`config.mk`:
```
export PLATFORM = sky130hd
export DESIGN_NAME = debug_unlock_command_gate
export DESIGN_NICKNAME = d
export VERILOG_FILES = /design/src/verilog/debug_gate_pkg.sv /design/src/verilog/cmd_fifo.sv /design/src/verilog/debug_unlock_command_gate.sv
export SDC_FILE = /design/constraint.sdc
export NUM_CORES = 1
export LEC_CHECK = 0
export CAP_MARGIN = 40
export CORE_UTILIZATION = 50
export DETAILED_ROUTE_END_ITERATION = 8
export DONT_BUFFER_PORTS = 1
export PLACE_DENSITY_LB_ADDON = 0.1
export SLEW_MARGIN = 20
export SYNTH_ARGS = -nofsm -noshare
export SYNTH_HDL_FRONTEND = slang
export SYNTH_SLANG_ARGS = --single-unit
```
`constraint.sdc`:
```
create_clock -name i_clk -period 5.61 [get_ports i_clk]
set_clock_uncertainty 0.15 [all_clocks]
set_input_delay 0.2805 -clock i_clk [delete_from_list [all_inputs] [get_ports i_clk]]
set_output_delay 0.2805 -clock i_clk [all_outputs]
set_load 0.005 [all_outputs]
```
`src/verilog/debug_gate_pkg.sv`:
```
// constants, types and state layout of the debug unlock and command gate
package debug_gate_pkg;

  localparam int CLK_PERIOD_NS      = 50;
  localparam int UNLOCK_WAIT_NS     = 5_000_000;
  localparam int UNLOCK_WAIT_CYCLES = (UNLOCK_WAIT_NS + CLK_PERIOD_NS - 1) / CLK_PERIOD_NS;

  localparam int BAUD_W = 10;
  localparam int MEAS_W = 13;
  localparam int WAIT_W = 17;
  localparam int DATA_W = 17;

  localparam int CMD_FIFO_DEPTH = 4;

  localparam logic [MEAS_W-1:0] MEAS_MAX       = 13'h1fff;
  localparam int                AUTOBAUD_SHIFT = 3;
  localparam logic [BAUD_W-1:0] BAUD_MIN       = 10'h004;
  localparam logic [BAUD_W-1:0] BAUD_MAX       = 10'h200;
  localparam logic [MEAS_W-1:0] BREAK_LOW_BITS = 13'h0009;
  localparam logic [5:0]        BREAK_TX_LAST  = 6'h27;
  localparam logic [5:0]        FRAME_STOP     = 6'h09;
  localparam logic [2:0]        SYNC_IDLE      = 3'h7;

  localparam logic [31:0] UNLOCK_KEY  = 32'heb5a70cd;
  localparam logic [2:0]  KEY_DONE    = 3'h4;

  localparam logic [7:0] CMD_READ_REV     = 8'h00;
  localparam logic [7:0] CMD_READ_STATUS  = 8'h02;
  localparam logic [7:0] CMD_READ_RUNTIME = 8'h03;
  localparam logic [7:0] CMD_WRITE_CTL    = 8'h04;
  localparam logic [7:0] CMD_READ_CTL     = 8'h05;
  localparam logic [7:0] CMD_WRITE_PC     = 8'h06;
  localparam logic [7:0] CMD_READ_PC      = 8'h07;
  localparam logic [7:0] CMD_WRITE_REG    = 8'h08;
  localparam logic [7:0] CMD_READ_REG     = 8'h09;
  localparam logic [7:0] CMD_WRITE_PMEM   = 8'h0a;
  localparam logic [7:0] CMD_READ_PMEM    = 8'h0b;
  localparam logic [7:0] CMD_WRITE_DMEM   = 8'h0c;
  localparam logic [7:0] CMD_READ_DMEM    = 8'h0d;
  localparam logic [7:0] CMD_READ_CRC     = 8'h0e;
  localparam logic [7:0] CMD_STEP         = 8'h10;
  localparam logic [7:0] CMD_STUFF        = 8'h11;
  localparam logic [7:0] CMD_EXECUTE      = 8'h12;

  localparam logic [DATA_W-1:0] REG_SIZE_ZERO = 17'h00100;
  localparam logic [DATA_W-1:0] MEM_SIZE_ZERO = 17'h10000;

  localparam int CTL_DEBUG_MODE_BIT = 7;
  localparam int CTL_BRK_ENABLE_BIT = 5;
  localparam int STAT_DEBUG_BIT     = 7;
  localparam int STAT_PROTECT_BIT   = 6;

  // arbitrary value; bump whenever the command set changes
  localparam logic [15:0] DEBUG_REVISION = 16'h0101;
  localparam logic [15:0] NO_DATA        = 16'hffff;
  localparam logic [15:0] RUN_MAX        = 16'hffff;

  localparam logic [11:0] FLASH_CTL_LO   = 12'hff8;
  localparam logic [11:0] FLASH_CMD_REG  = 12'hff8;
  localparam logic [7:0]  MASS_ERASE_VAL = 8'h63;

  typedef enum logic [2:0] {
    ST_BAUD_WAIT = 3'b000,
    ST_BAUD_MEAS = 3'b001,
    ST_IDLE      = 3'b011,
    ST_RX        = 3'b010,
    ST_TX        = 3'b111,
    ST_BREAK     = 3'b110,
    ST_RELEASE   = 3'b100
  } link_t;

  typedef struct packed {
    logic       first;
    logic       allowed;
    logic [7:0] data;
  } cmd_word_t;

  localparam int CMD_WORD_W = $bits(cmd_word_t);

  typedef struct packed {
    logic [2:0]        line_s;
    logic [2:0]        rst_s;
    logic              line_q;
    logic              rst_low_q;
    link_t             link;
    logic [BAUD_W-1:0] baud_q;
    logic [MEAS_W-1:0] tmr_q;
    logic [MEAS_W-1:0] low_q;
    logic [5:0]        bit_q;
    logic [7:0]        sh_q;
    logic              tx_oe_n_q;
    logic              pin_out_q;
    logic [15:0]       resp_q;
    logic [1:0]        resp_n_q;
    logic [WAIT_W-1:0] wait_q;
    logic [2:0]        key_q;
    logic              key_bad_q;
    logic              unlocked_q;
    logic              gpio_q;
    logic [7:0]        ctl_q;
    logic [7:0]        cmd_q;
    logic              cmd_ok_q;
    logic [2:0]        arg_q;
    logic [DATA_W-1:0] data_q;
    logic [11:0]       addr_q;
    logic              pend_q;
    cmd_word_t         pend_w;
    logic [15:0]       run_q;
    logic              brk_nop_q;
    logic              err_q;
  } gate_state_t;

endpackage

```
`src/verilog/cmd_fifo.sv`:
```
// shift-register fifo whose head entry is the registered read data
`timescale 1ns/10ps
module cmd_fifo #(
  parameter int WIDTH = 10,
  parameter int DEPTH = 4
) (
  // clock and reset
  input  wire logic             i_clk,
  input  wire logic             i_rst_n,
  // fill side
  input  wire logic             i_valid,
  output logic                  o_ready,
  input  wire logic [WIDTH-1:0] i_data,
  // drain side
  output logic                  o_valid,
  input  wire logic             i_ready,
  output logic [WIDTH-1:0]      o_data
);

  localparam int CW = $clog2(DEPTH + 1);

  typedef struct packed {
    logic [DEPTH-1:0][WIDTH-1:0] mem;
    logic [CW-1:0]               cnt;
    logic                        valid;
    logic                        ready;
  } fifo_state_t;

  fifo_state_t q;
  fifo_state_t d;

  always_comb begin
    d = q;
    if (q.valid && i_ready) begin
      for (int i = 0; i < DEPTH - 1; i++) begin
        d.mem[i] = q.mem[i+1];
      end
      d.cnt = d.cnt - CW'(1);
    end
    if (i_valid && q.ready) begin
      d.mem[d.cnt] = i_data;
      d.cnt = d.cnt + CW'(1);
    end
    d.valid = d.cnt != '0;
    // ready only from the stored count, so full is honest
    d.ready = d.cnt != CW'(DEPTH);
  end

  always_ff @(posedge i_clk or negedge i_rst_n) begin
    if (!i_rst_n) begin
      q       <= '0;
      q.ready <= 1'b1;
    end else begin
      q <= d;
    end
  end

  assign o_ready = q.ready;
  assign o_valid = q.valid;
  assign o_data  = q.mem[0];

endmodule

```
`src/verilog/debug_unlock_command_gate.sv`:
```
// unlock, autobaud serial link, breakpoint, runtime counter and command gate
`timescale 1ns/10ps
// What this block does
// - small package without a completed unlock keeps the shared pin as plain gpio
// - correct key plus reset pin release makes shared pin a full debug line
// - breakpoint opcode with breakpoints enabled enters debug mode and idles cpu
// - breakpoint opcode with breakpoints disabled is ignored and runs as no-op
// - 16-bit runtime counter runs outside debug mode, stops at FFFFH
// - outside debug mode only commands 00H 02H 04H 05H execute
// - in debug mode all defined commands run unless read protect is set
// - 00H read revision, 02H read status, 03H read runtime counter
// - 04H writes control register, 05H reads control register
// - 06H to 0EH memory, register and pc commands; 10H to 12H step stuff execute
// - read protect disables pc, register read, program memory, data write, step group
// - read protect limits register writes to flash control and mass erase value
// - read protect makes control writes unable to clear the debug mode bit
// - revision value changes whenever the command set changes
// - each character is start bit, eight data bits lsb first, stop bit
// - first character 80H low period sets the bit rate
// - more than nine low bit times is a break and resets bit rate
// - break, framing error or collision aborts, sends 4-char break, reautobauds
module debug_unlock_command_gate
  import debug_gate_pkg::*;
#(
  parameter int UNLOCK_WAIT = UNLOCK_WAIT_CYCLES
) (
  // clock and reset
  input  wire logic      i_clk,
  input  wire logic      i_rst_n,
  // debug line pin, open drain
  input  wire logic      i_debug_line,
  output logic           o_debug_line_out,
  output logic           o_debug_line_oe_n,
  // package strap and shared reset pin
  input  wire logic      i_small_package,
  input  wire logic      i_shared_reset_pin,
  // cpu and option bits
  input  wire logic      i_read_protect_option,
  input  wire logic      i_breakpoint_opcode,
  // status towards the core
  output logic           o_gpio_mode,
  output logic           o_debug_mode,
  output logic           o_breakpoint_nop,
  output logic [15:0]    o_runtime_count,
  output logic [7:0]     o_control,
  output logic           o_link_error,
  // gated command stream
  output logic           o_cmd_valid,
  output cmd_word_t      o_cmd_word,
  input  wire logic      i_cmd_ready
);

  gate_state_t q;
  gate_state_t d;
  logic        fifo_ready;

  function automatic logic cmd_reserved(input logic [7:0] c);
    return (c > CMD_EXECUTE) || (c == CMD_READ_REV + 8'h01) || (c == CMD_READ_CRC + 8'h01);
  endfunction

  function automatic logic cmd_gate(input logic [7:0] c, input logic dbg, input logic rp);
    logic ok;
    ok = 1'b1;
    if (!dbg) begin
      ok = (c == CMD_READ_REV) || (c == CMD_READ_STATUS) ||
           (c == CMD_WRITE_CTL) || (c == CMD_READ_CTL);
    end else if (rp) begin
      ok = !((c == CMD_WRITE_PC) || (c == CMD_READ_PC) || (c == CMD_READ_REG) ||
             (c == CMD_WRITE_PMEM) || (c == CMD_READ_PMEM) || (c == CMD_WRITE_DMEM) ||
             (c == CMD_STEP) || (c == CMD_STUFF) || (c == CMD_EXECUTE));
    end
    return ok;
  endfunction

  function automatic logic [2:0] arg_count(input logic [7:0] c);
    logic [2:0] n;
    n = 3'h0;
    case (c)
      CMD_WRITE_CTL, CMD_STUFF, CMD_EXECUTE:                       n = 3'h1;
      CMD_WRITE_PC:                                                n = 3'h2;
      CMD_WRITE_REG, CMD_READ_REG:                                 n = 3'h3;
      CMD_WRITE_PMEM, CMD_READ_PMEM, CMD_WRITE_DMEM, CMD_READ_DMEM: n = 3'h4;
      default:                                                     n = 3'h0;
    endcase
    return n;
  endfunction

  always_comb begin
    logic                err;
    logic                byte_v;
    logic                wait_done;
    logic                key_mode;
    logic                listen;
    logic                line;
    logic                release_pin;
    logic                ok;
    logic [MEAS_W-1:0]   bit_len;
    logic [MEAS_W-1:0]   half;
    logic [MEAS_W-1:0]   brk_limit;
    logic [BAUD_W-1:0]   baud_new;
    logic [9:0]          frame;
    logic [5:0]          next_bit;
    logic [7:0]          b;
    logic [7:0]          status;
    logic [15:0]         size;
    err         = 1'b0;
    byte_v      = 1'b0;
    ok          = 1'b0;
    b           = q.sh_q;
    status      = '0;
    size        = '0;
    d           = q;
    d.err_q     = 1'b0;
    d.brk_nop_q = 1'b0;
    d.pin_out_q = 1'b0;

    // three stage pin synchronisers, change taken once stages two and three agree
    d.line_s = {q.line_s[1:0], i_debug_line};
    d.rst_s  = {q.rst_s[1:0], i_shared_reset_pin};
    if (q.line_s[1] == q.line_s[2]) begin
      d.line_q = q.line_s[2];
    end
    if (q.rst_s[1] == q.rst_s[2]) begin
      d.rst_low_q = ~q.rst_s[2];
    end
    release_pin = q.rst_low_q && (q.rst_s[1] == q.rst_s[2]) && q.rst_s[2];

    // key bytes only count once the internal reset has settled
    wait_done = q.wait_q == WAIT_W'(UNLOCK_WAIT);
    if (!q.rst_low_q) begin
      d.wait_q = '0;
    end else if (!wait_done) begin
      d.wait_q = q.wait_q + WAIT_W'(1);
    end
    key_mode = i_small_package && q.rst_low_q;
    listen   = !i_small_package || q.unlocked_q || (q.rst_low_q && wait_done);
    line     = listen ? q.line_q : 1'b1;
    d.gpio_q = i_small_package && !q.unlocked_q;

    bit_len   = {3'h0, q.baud_q};
    half      = {4'h0, q.baud_q[BAUD_W-1:1]};
    brk_limit = bit_len * BREAK_LOW_BITS;
    if (line) begin
      d.low_q = '0;
    end else if (q.low_q != MEAS_MAX) begin
      d.low_q = q.low_q + MEAS_W'(1);
    end

    next_bit = q.bit_q + 6'h01;
    frame    = {1'b1, q.resp_q[15:8], 1'b0};
    baud_new = q.tmr_q[MEAS_W-1:AUTOBAUD_SHIFT];

    unique case (q.link)
      ST_BAUD_WAIT: begin
        d.tmr_q = '0;
        if (!line) begin
          d.link = ST_BAUD_MEAS;
          d.tmr_q = MEAS_W'(1); // the first low cycle counts too
        end
      end
      ST_BAUD_MEAS: begin
        // eight low bit times of 80H give the bit length
        if (line) begin
          if (baud_new >= BAUD_MIN && baud_new <= BAUD_MAX) begin
            d.baud_q = baud_new;
            d.link   = ST_IDLE;
          end else begin
            d.link = ST_BAUD_WAIT;
          end
        end else if (q.tmr_q == MEAS_MAX) begin
          d.link = ST_RELEASE;
        end else begin
          d.tmr_q = q.tmr_q + MEAS_W'(1);
        end
      end
      ST_IDLE: begin
        if (!line) begin
          d.link  = ST_RX;
          d.tmr_q = half;
          d.bit_q = '0;
        end else if (q.resp_n_q != 2'h0) begin
          d.link      = ST_TX;
          d.tmr_q     = bit_len - MEAS_W'(1);
          d.bit_q     = '0;
          d.tx_oe_n_q = 1'b0;
        end
      end
      ST_RX: begin
        if (q.tmr_q != '0) begin
          d.tmr_q = q.tmr_q - MEAS_W'(1);
        end else begin
          d.tmr_q = bit_len - MEAS_W'(1);
          d.bit_q = next_bit;
          if (q.bit_q == '0) begin
            if (line) begin
              d.link = ST_IDLE;
            end
          end else if (q.bit_q < FRAME_STOP) begin
            d.sh_q = {line, q.sh_q[7:1]};
          end else if (!line) begin
            err = 1'b1;
          end else begin
            byte_v = 1'b1;
            d.link = ST_IDLE;
          end
        end
      end
      ST_TX: begin
        // released bit low at its end is a collision; sync lags too far at mid-bit
        if (q.tmr_q == '0 && q.tx_oe_n_q && !line) begin
          err = 1'b1;
        end
        if (q.tmr_q != '0) begin
          d.tmr_q = q.tmr_q - MEAS_W'(1);
        end else if (q.bit_q == FRAME_STOP) begin
          d.link      = ST_IDLE;
          d.tx_oe_n_q = 1'b1;
          d.resp_q    = {q.resp_q[7:0], 8'h00};
          d.resp_n_q  = q.resp_n_q - 2'h1;
        end else begin
          d.tmr_q     = bit_len - MEAS_W'(1);
          d.bit_q     = next_bit;
          d.tx_oe_n_q = frame[next_bit[3:0]];
        end
      end
      ST_BREAK: begin
        d.tx_oe_n_q = 1'b0;
        if (q.tmr_q != '0) begin
          d.tmr_q = q.tmr_q - MEAS_W'(1);
        end else if (q.bit_q == BREAK_TX_LAST) begin
          d.link      = ST_RELEASE;
          d.tx_oe_n_q = 1'b1;
        end else begin
          d.tmr_q = bit_len - MEAS_W'(1);
          d.bit_q = next_bit;
        end
      end
      ST_RELEASE: begin
        // held here until the host lets its own break go
        d.tx_oe_n_q = 1'b1;
        if (line) begin
          d.link = ST_BAUD_WAIT;
        end
      end
      default: begin
        d.link = ST_RELEASE;
      end
    endcase

    // a 00H frame alone is nine bit times low
    if ((q.link == ST_IDLE || q.link == ST_RX || q.link == ST_TX) && q.low_q > brk_limit) begin
      err = 1'b1;
    end

    if (q.pend_q && fifo_ready) begin
      d.pend_q = 1'b0;
    end

    if (byte_v && key_mode) begin
      if (q.key_q != KEY_DONE && b == UNLOCK_KEY[{q.key_q[1:0] ^ 2'h3, 3'h0} +: 8]) begin
        d.key_q = q.key_q + 3'h1;
      end else begin
        d.key_bad_q = 1'b1;
      end
    end else if (byte_v && d.pend_q) begin
      err = 1'b1; // fifo stalled past one held byte
    end else if (byte_v && q.arg_q != '0) begin
      d.arg_q  = q.arg_q - 3'h1;
      d.pend_q = 1'b1;
      d.pend_w = '{first: 1'b0, allowed: q.cmd_ok_q, data: b};
      if (q.cmd_q == CMD_WRITE_CTL && q.cmd_ok_q) begin
        d.ctl_q = b;
        if (i_read_protect_option && q.ctl_q[CTL_DEBUG_MODE_BIT]) begin
          d.ctl_q[CTL_DEBUG_MODE_BIT] = 1'b1;
        end
      end else if (q.cmd_q == CMD_WRITE_REG) begin
        if (q.arg_q == 3'h3) begin
          d.addr_q[11:8] = b[3:0];
        end else if (q.arg_q == 3'h2) begin
          d.addr_q[7:0] = b;
        end else begin
          d.data_q = (b == 8'h00) ? REG_SIZE_ZERO : {9'h000, b};
        end
      end else if (q.cmd_q == CMD_WRITE_PMEM || q.cmd_q == CMD_WRITE_DMEM) begin
        if (q.arg_q == 3'h2) begin
          d.data_q = {1'b0, b, 8'h00};
        end else if (q.arg_q == 3'h1) begin
          size     = {q.data_q[15:8], b};
          d.data_q = (size == 16'h0000) ? MEM_SIZE_ZERO : {1'b0, size};
        end
      end
    end else if (byte_v && q.data_q != '0) begin
      d.data_q = q.data_q - DATA_W'(1);
      ok       = q.cmd_ok_q;
      if (q.cmd_q == CMD_WRITE_REG) begin
        d.addr_q = q.addr_q + 12'h001;
        if (i_read_protect_option) begin
          ok = ok && q.addr_q >= FLASH_CTL_LO &&
               (q.addr_q != FLASH_CMD_REG || b == MASS_ERASE_VAL);
        end
      end
      d.pend_q = 1'b1;
      d.pend_w = '{first: 1'b0, allowed: ok, data: b};
    end else if (byte_v && !cmd_reserved(b)) begin
      ok         = cmd_gate(b, q.ctl_q[CTL_DEBUG_MODE_BIT], i_read_protect_option);
      d.cmd_q    = b;
      d.cmd_ok_q = ok;
      d.arg_q    = arg_count(b);
      d.pend_q   = 1'b1;
      d.pend_w   = '{first: 1'b1, allowed: ok, data: b};
      status[STAT_DEBUG_BIT]   = q.ctl_q[CTL_DEBUG_MODE_BIT];
      status[STAT_PROTECT_BIT] = i_read_protect_option;
      if (ok && b == CMD_READ_REV) begin
        d.resp_q   = DEBUG_REVISION;
        d.resp_n_q = 2'h2;
      end else if (ok && b == CMD_READ_STATUS) begin
        d.resp_q   = {status, 8'h00};
        d.resp_n_q = 2'h1;
      end else if (ok && b == CMD_READ_RUNTIME) begin
        d.resp_q   = q.run_q;
        d.resp_n_q = 2'h2;
      end else if (ok && b == CMD_READ_CTL) begin
        d.resp_q   = {q.ctl_q, 8'h00};
        d.resp_n_q = 2'h1;
      end else if (!ok && b == CMD_READ_PC) begin
        d.resp_q   = NO_DATA;
        d.resp_n_q = 2'h2;
      end
    end

    if (err) begin
      d.link      = ST_BREAK;
      d.tmr_q     = bit_len - MEAS_W'(1);
      d.bit_q     = '0;
      d.tx_oe_n_q = 1'b0;
      d.arg_q     = '0;
      d.data_q    = '0;
      d.pend_q    = 1'b0;
      d.resp_n_q  = 2'h0;
      d.err_q     = 1'b1;
    end

    if (i_small_package && release_pin) begin
      d.unlocked_q = q.unlocked_q || (q.key_q == KEY_DONE && !q.key_bad_q);
      d.key_q      = '0;
      d.key_bad_q  = 1'b0;
      d.link       = ST_BAUD_WAIT;
      d.tx_oe_n_q  = 1'b1;
    end

    // breakpoint set wins over a clearing control write in the same cycle
    if (i_breakpoint_opcode) begin
      if (q.ctl_q[CTL_BRK_ENABLE_BIT]) begin
        d.ctl_q[CTL_DEBUG_MODE_BIT] = 1'b1;
      end else begin
        d.brk_nop_q = 1'b1;
      end
    end

    if (q.ctl_q[CTL_DEBUG_MODE_BIT] && !d.ctl_q[CTL_DEBUG_MODE_BIT]) begin
      d.run_q = '0;
    end else if (!q.ctl_q[CTL_DEBUG_MODE_BIT] && q.run_q != RUN_MAX) begin
      d.run_q = q.run_q + 16'h0001;
    end
  end

  always_ff @(posedge i_clk or negedge i_rst_n) begin
    if (!i_rst_n) begin
      q           <= '0;
      q.line_s    <= SYNC_IDLE;
      q.rst_s     <= SYNC_IDLE;
      q.line_q    <= 1'b1;
      q.link      <= ST_BAUD_WAIT;
      q.tx_oe_n_q <= 1'b1;
      q.gpio_q    <= 1'b1;
    end else begin
      q <= d;
    end
  end

  cmd_fifo #(
    .WIDTH (CMD_WORD_W),
    .DEPTH (CMD_FIFO_DEPTH)
  ) u_cmd_fifo (
    .i_clk   (i_clk),
    .i_rst_n (i_rst_n),
    .i_valid (q.pend_q),
    .o_ready (fifo_ready),
    .i_data  (q.pend_w),
    .o_valid (o_cmd_valid),
    .i_ready (i_cmd_ready),
    .o_data  (o_cmd_word)
  );

  assign o_debug_line_out  = q.pin_out_q;
  assign o_debug_line_oe_n = q.tx_oe_n_q;
  assign o_gpio_mode       = q.gpio_q;
  assign o_debug_mode      = q.ctl_q[CTL_DEBUG_MODE_BIT];
  assign o_breakpoint_nop  = q.brk_nop_q;
  assign o_runtime_count   = q.run_q;
  assign o_control         = q.ctl_q;
  assign o_link_error      = q.err_q;

endmodule

```
; ---- Word-level counts from Yosys, hierarchy flattened
; Memory sizes are Yosys's and may differ from the RTL's.
; Index checks and enable logic that the tools add are counted.
[op_classes]
n_addsub = 14
n_mul = 1
muxes = 140
shift = 1
reduce_logical = 98
bitwise = 8
n_eq_ne = 79
magnitude_cmp = 9
[op_table]
columns = op, count
row1 = $mux 18, 13
row2 = $mux 13, 12
row3 = $mux 17, 9
row4 = $mux 60, 2
row5 = $pmux 13 s6, 1
row6 = $mux 33, 2
row7 = $eq 8x4->1 const B, 8
row8 = $mux 29, 2
row9 = $mux 3, 18
row10 = $mux 12, 4
row11 = $mux 8, 6
row12 = $mux 43, 1
row13 = $mux 1, 42
row14 = $mux 6, 7
row15 = $bwmux 40, 1
row16 = $eq 8x3->1 const B, 5
row17 = $mux 16, 2
row18 = $shiftx 32x6->8 const A, 1
row19 = $logic_and 1x1->1, 31
row20 = $add 13x1->13 const B, 2
row21 = $eq 8x5->1 const B, 3
row22 = $pmux 6 s4, 1
row23 = $mux 11, 2
row24 = $pmux 3 s7, 1
row25 = other kinds (82), 174
[totals]
in_bits = 8
ff_bits = 226
memories = 1
mem_bits_ro = 96
word_cells = 392
output_inout_bits = 41
[memory_table]
columns = memory, depth, word_bits, rd, rd_ports_with_merged_regs, write_ports, line
row1 = (name not given), 32, 3, 1, 0, 0, debug_unlock_command_gate.sv:78  ; case (c)

; ---- Logic depth before layout (Yosys ltp)
[depth]
ltp_word = 30
depth_mapped = 21
mapped_depth_nobuf = 20

; ---- By module
; A second synthesis with hierarchy kept.
[unflattened]
hier_cells = 1545
area_unflattened_um2 = 14337.5
[by_module_without_submodules]
columns = module, seq_area_each_um2, cells_per_inst, area_each_um2, n_inst
row1 = debug_unlock_command_gate, 4540.6, 1381, 12030.3, 1
row2 = cmd_fifo, 1127.3, 164, 2307.2, 1

; ---- Worst setup path after synthesis
; No wires, ideal clock.
[synth_path]
path_type = register to register
start = register q[165] (netlist bit)
end = register q[133] (netlist bit)
setup_slack_ns = 1.182
stages_incl_launch_ff = 20
required_ns = 5.324
path_buffers = 0
arrival_time_ns = 4.143
period_less_slack_ns = 4.428
setup_time_ns = 0.136
cell_sequence = dfrtp_1 > ha_1 > ha_1 > inv_1 > fa_1 > nor2b_1 > o21ai_0 > a21oi_1 > o21ai_0 > a21oi_1 > o21ai_0 > xor2_1 > ha_1 > nand4_1 > or4_1 > nand4_1 > o32ai_4 > a211oi_1 > nand2b_4 > o311ai_1
[synth_between]
elab_chain_cells = 8
elab_cells_between_ends = 15
classes_between = mul (1) / order compare (1) / eq/ne (6) / mux (4) / reduce/logical (3)
[synth_lines]
columns = element, line
row1 = "start, declared", debug_unlock_command_gate.sv:53  ; gate_state_t q;
row2 = $mul 10x4->13 (*), debug_unlock_command_gate.sv:142  ; brk_limit = bit_len * BREAK_LOW_BITS;
row3 = $gt 13x13->1 (*), debug_unlock_command_gate.sv:251  ; if ((q.link == ST_IDLE || q.link == ST_RX || q.link == ST_TX) && q.low_q > brk_limit) begin
row4 = $logic_and 1x1->1 (*), debug_unlock_command_gate.sv:251
row5 = $mux 1 (*), debug_unlock_command_gate.sv:251
row6 = $mux 1, debug_unlock_command_gate.sv:265  ; end else if (byte_v && d.pend_q) begin
row7 = $mux 1 (*), debug_unlock_command_gate.sv:259  ; if (byte_v && key_mode) begin
row8 = $ne 4x3->1 (no line) (tied with other cells), --
row9 = $reduce_and 7->1 (no line), --
; Every way passes the cells marked *; elsewhere a longest branch is shown, timed or not.
; A chain may end at the register's enable or synchronous reset.

; ---- Worst setup path in the final report
[layout_path]
start = register q[165] (netlist bit)
end = register q[155] (netlist bit)
[layout_between]
elab_chain_cells = 8
elab_cells_between_ends = 23
classes_between = add/sub (1) / mul (1) / order compare (1) / eq/ne (5) / mux (12) / reduce/logical (3)
[layout_lines]
columns = element, line
row1 = $mul 10x4->13, debug_unlock_command_gate.sv:142
row2 = $gt 13x13->1, debug_unlock_command_gate.sv:251
row3 = $logic_and 1x1->1, debug_unlock_command_gate.sv:251
row4 = $mux 1, debug_unlock_command_gate.sv:251
row5 = $mux 1, debug_unlock_command_gate.sv:265
row6 = $mux 1, debug_unlock_command_gate.sv:259
row7 = $ne 4x4->1 (no line) (tied with other cells), --
row8 = $reduce_and 6->1 (no line), --
; Parallel ways exist; a longest one is shown, timed or not. The select of a mux whose other input is x is not followed.

==> metrics.txt <==
# TYPE chip_impl_metric gauge
chip_impl_info{name="synth_area_leader_cell",value="sky130_fd_sc_hd__dfrtp_1"} 1
chip_impl_metric{name="gr-usage-all-layers",unit=""} 0.248
chip_impl_info{name="layout.cells.most_common_list",value="216 x sky130_fd_sc_hd__dfrtp_1, 142 x sky130_fd_sc_hd__nor2_1, 129 x sky130_fd_sc_hd__nand2_1, 116 x sky130_fd_sc_hd__a21oi_1, 102 x sky130_fd_sc_hd__o21ai_0"} 1
chip_impl_metric{name="clk_transition_reported_paths",unit="ps"} 60
chip_impl_metric{name="cts-hold-fix-buffers",unit=""} 5
chip_impl_metric{name="route.antenna.remaining_nets",unit=""} 0
chip_impl_metric{name="worst_hold_slack",unit="ps"} -703
chip_impl_metric{name="cts.repair.resized",unit=""} 0
chip_impl_info{name="slowest_stage",value="sky130_fd_sc_hd__nor2_1"} 1
chip_impl_info{name="setup.worst_path.start_class",value="flip-flop"} 1
chip_impl_metric{name="dpl.hpwl",unit="mm"} 24.7
chip_impl_metric{name="post-place-cells",unit=""} 1850
chip_impl_metric{name="floorplan.initialDensity",unit=""} 0.508
chip_impl_metric{name="final_cells",unit=""} 1906
chip_impl_info{name="main_synth_ff_type",value="sky130_fd_sc_hd__dfrtp_1"} 1
chip_impl_metric{name="area_growth",unit="%"} 7.63
chip_impl_metric{name="max_clock_freq",unit="MHz"} 192
chip_impl_info{name="most_common_cell_on_crit_path",value="sky130_fd_sc_hd__o21ai_0"} 1
chip_impl_metric{name="synth.yosys.warnings",unit=""} 0
chip_impl_metric{name="grt_antenna_before_repair",unit=""} 0
chip_impl_metric{name="yosysSeqAreaShare",unit=""} 0.402
chip_impl_metric{name="timing.max_cap.violations",unit=""} 0
chip_impl_info{name="nature_of_the_critical_path_endpoint",value="flip-flop"} 1
chip_impl_metric{name="cts.repair_timing.setup_buffer_count",unit=""} 0
chip_impl_metric{name="synth_nets",unit=""} 1639
chip_impl_metric{name="relSlewSlack",unit=""} 0.397
chip_impl_metric{name="rows",unit=""} 61
chip_impl_metric{name="number_of_nets_in_the_final_layout",unit=""} 1578
chip_impl_info{name="ys_top_cells_by_area",value="sky130_fd_sc_hd__dfrtp_1 38%, sky130_fd_sc_hd__ha_1 5.4%, sky130_fd_sc_hd__a21oi_1 4.1%"} 1
chip_impl_metric{name="total_power",unit="mW"} 5.40
chip_impl_metric{name="grt_pass1_vias",unit=""} 10700
chip_impl_metric{name="fp.dieArea",unit="um^2"} 28900
chip_impl_metric{name="fill_cells",unit=""} 2565
chip_impl_info{name="layout_commonest_cell",value="sky130_fd_sc_hd__dfrtp_1"} 1
chip_impl_metric{name="wl_per_cell",unit="um"} 18.9
chip_impl_metric{name="global_route.overflow_total",unit=""} 0
chip_impl_metric{name="timing.critical_path.buf_inv",unit=""} 1
chip_impl_info{name="setup_repair_after_global_routing_missed_its_margin",value="false"} 1
chip_impl_metric{name="chipWidth",unit="um"} 170
chip_impl_metric{name="power_leakage",unit="nW"} 6.84
chip_impl_metric{name="wl",unit="mm"} 36.1
chip_impl_metric{name="netlist_instances",unit=""} 1569
chip_impl_metric{name="finalMaxSlewViolations",unit=""} 0
chip_impl_info{name="root_buffer",value="sky130_fd_sc_hd__clkbuf_16"} 1
chip_impl_metric{name="postSynthRegisterBits",unit=""} 226
chip_impl_metric{name="drt_pre_antenna_iters",unit=""} 5
chip_impl_metric{name="clock_sinks",unit=""} 226
chip_impl_metric{name="worst_ep_arrival_time",unit="ps"} 5470
chip_impl_metric{name="yosysTopAreaCellShare",unit=""} 0.383
chip_impl_metric{name="grt_start_max_net_pins",unit=""} 227
chip_impl_metric{name="worstSetupPathDepth",unit=""} 19
chip_impl_metric{name="crit_required",unit="ps"} 5880
chip_impl_metric{name="final_count_of_negative_setup_slack_endpoints",unit=""} 0
chip_impl_metric{name="timing.final.crit_share",unit=""} 0.927
chip_impl_metric{name="tritoncts.num_buffers",unit=""} 28
chip_impl_metric{name="grt_first_pass_wirelength",unit="mm"} 58.0
chip_impl_metric{name="clock_insertion_delay_worst_skew",unit="ps"} 540
chip_impl_metric{name="pwr_dens",unit="nW/um^2"} 356
chip_impl_metric{name="detail_route.drc_violations",unit=""} 0
chip_impl_metric{name="portBuffers",unit=""} 0
chip_impl_info{name="status",value="finished with violations"} 1
chip_impl_metric{name="globalplace.congestion",unit=""} 0.899
chip_impl_info{name="crit_chain",value="ha_1, ha_1, inv_1, fa_1, nor2b_1, o21ai_0, a21oi_1, o21ai_0, a21oi_1, o21ai_0, xor2_1, ha_1, a21oi_1, o21ai_0, a211oi_1, nor2_1, nor2_1, o22ai_1, mux2_1"} 1
chip_impl_metric{name="fp.dieH",unit="um"} 170
chip_impl_metric{name="worst_path_largest_cell_delay",unit="ps"} 580
chip_impl_metric{name="syn_area_cell",unit="um^2"} 8.99
chip_impl_metric{name="layout-drive-gt1-share",unit=""} 0.100
chip_impl_metric{name="combined_area_of_all_synthesized_cells",unit="um^2"} 14100
chip_impl_metric{name="synth-edff-count",unit=""} 0
chip_impl_info{name="timing.setup.critical_path_class",value="reg -> reg"} 1
chip_impl_metric{name="crit_fanout",unit=""} 9
chip_impl_metric{name="core_area",unit="um^2"} 27800
chip_impl_info{name="path_delay_family",value="compound AO/OA/AOI/OAI gates"} 1
chip_impl_info{name="clock_tree_from_tritoncts",value="built"} 1
chip_impl_metric{name="worst_r2r_path_depth",unit=""} 19
chip_impl_metric{name="worst_slack_at_placement",unit="ps"} 495
chip_impl_metric{name="fin_tns_setup",unit="ps"} 0
chip_impl_metric{name="avgViaCountPerCell",unit=""} 6.06
chip_impl_metric{name="num_vias",unit=""} 11600
chip_impl_info{name="worstHoldPathType",value="in -> async"} 1
chip_impl_metric{name="vdd_ir_drop_max",unit="mV"} 0.232
chip_impl_metric{name="antenna-diode-count",unit=""} 0
chip_impl_metric{name="ioPinCount",unit=""} 49
chip_impl_metric{name="post_synth_num_cell_types",unit=""} 90
chip_impl_metric{name="actual_slew_at_the_worst_max_slew_pin",unit="ps"} 896
chip_impl_metric{name="finalHoldViolCount",unit=""} 226
chip_impl_metric{name="drt_first_iter_violations",unit=""} 1019
chip_impl_metric{name="ctsHtreeMaxLevel",unit=""} 1
chip_impl_metric{name="async_flop_share",unit=""} 1.00
chip_impl_info{name="violations",value="negative hold slack"} 1
chip_impl_metric{name="finalCriticalPeriod",unit="ps"} 5200
chip_impl_metric{name="final_critical_path_setup_slack",unit="ps"} 407
chip_impl_metric{name="clk_path_buf_depth",unit=""} 3
-- final cells by class --
class / instances / area [um^2] / share of cell area
multi-input combinational: 1165 / 7640 / 0.503
sequential: 226 / 5670 / 0.373
clock buffer: 34 / 785 / 0.0517
tap: 378 / 473 / 0.0311
inverter: 61 / 230 / 0.0152
timing repair buffer: 26 / 220 / 0.0145
clock inverter: 16 / 174 / 0.0115
-- worst register-to-register path, stage by stage, from the launching register on --
cell	delay, ps
sky130_fd_sc_hd__dfrtp_1	480
sky130_fd_sc_hd__ha_1	340
sky130_fd_sc_hd__ha_1	170
sky130_fd_sc_hd__inv_1	60
sky130_fd_sc_hd__fa_1	400
sky130_fd_sc_hd__nor2b_1	130
sky130_fd_sc_hd__o21ai_0	110
sky130_fd_sc_hd__a21oi_1	190
sky130_fd_sc_hd__o21ai_0	130
sky130_fd_sc_hd__a21oi_1	190
sky130_fd_sc_hd__o21ai_0	110
sky130_fd_sc_hd__xor2_1	160
sky130_fd_sc_hd__ha_1	320
sky130_fd_sc_hd__a21oi_1	160
sky130_fd_sc_hd__o21ai_0	110
sky130_fd_sc_hd__a211oi_1	490
sky130_fd_sc_hd__nor2_1	310
sky130_fd_sc_hd__nor2_1	580
sky130_fd_sc_hd__o22ai_1	190
sky130_fd_sc_hd__mux2_1	320
-- power breakdown --
part | switching, mW | leakage [nW] | internal, mW
clock | 0.733 | 0.458 | 1.13
combinational | 0.901 | 3.42 | 0.637
sequential | 0.248 | 2.96 | 1.75
-- final timing paths --
check | start | end | slack (ps)
max | q[165] | q[155] | 410
max in group asynchronous | i_rst_n | o_debug_line_oe_n | 5750
min in group i_clk | i_cmd_ready | u_cmd_fifo.q[4] | 60
max reg2reg | q[165] | q[155] | 410
min reg2reg | d[177] | d[178] | 210
min | i_rst_n | q[88] | -700
-- synth_stat cells (18+ instances only) --
| master | number |
|---|---|
| sky130_fd_sc_hd__nor2_1 | 143 |
| sky130_fd_sc_hd__nand3_1 | 58 |
| sky130_fd_sc_hd__ha_1 | 61 |
| sky130_fd_sc_hd__clkbuf_1 | 64 |
| sky130_fd_sc_hd__nand4_1 | 26 |
| sky130_fd_sc_hd__o22ai_1 | 21 |
| sky130_fd_sc_hd__inv_1 | 58 |
| sky130_fd_sc_hd__buf_4 | 36 |
| sky130_fd_sc_hd__or3_1 | 18 |
| sky130_fd_sc_hd__dfrtp_1 | 216 |
| sky130_fd_sc_hd__and3_1 | 26 |
| sky130_fd_sc_hd__nand2_1 | 130 |
| sky130_fd_sc_hd__a21oi_1 | 116 |
| sky130_fd_sc_hd__nor3_1 | 36 |
| sky130_fd_sc_hd__o21ai_0 | 102 |
| sky130_fd_sc_hd__and2_1 | 21 |
| sky130_fd_sc_hd__mux2_2 | 44 |
| sky130_fd_sc_hd__mux2i_1 | 42 |
| sky130_fd_sc_hd__xor2_1 | 29 |
| sky130_fd_sc_hd__xnor2_1 | 34 |
-- registers in the layout (all words and copies together), names as in the netlist, 4 cells and up --
| register | flops |
|---|---|
| u_cmd_fifo.q | 33 |
| o_runtime_count | 16 |
| o_control | 8 |
| q | 149 |
| d | 4 |
| u_cmd_fifo.o_data | 10 |
-- through the flow --
| step | area [um^2] | util |
|---|---|---|
| floorplan | 14100 | - |
| global route | 15200 | 0.547 |
| detailed placement | 14200 | 0.510 |
| CTS | 15200 | 0.546 |
| finish | 15200 | 0.547 |
| global placement | 14100 | 0.509 |
-- per-layer routing --
| layer | up-vias | part of all wire | global-route usage |
|---|---|---|---|
| met3 | 54 | 0.057 | 0.0391 |
| met4 | 0 | 0.021 | 0.0588 |
| met5 | - | 0 | 0 |
| li1 | 5538 | - | - |
| met2 | 328 | 0.45 | 0.387 |
| met1 | 5638 | 0.47 | 0.360 |
-- logic make-up after synthesis --
| kind of cell | Yosys count | share of synthesized area |
|---|---|---|
| AND/OR/NAND/NOR | 552 | 0.198 |
| AO/OA/AOI/OAI | 398 | 0.180 |
| flip-flops | 226 | 0.402 |
| buffers and inverters | 178 | 0.0579 |
| multiplexers | 88 | 0.0673 |
| adder cells (fa/ha/maj) | 63 | 0.0562 |
| XOR/XNOR | 63 | 0.0391 |
| other | 1 | 0.000266 |
No activity file was read; power rests on OpenSTA's default activity.
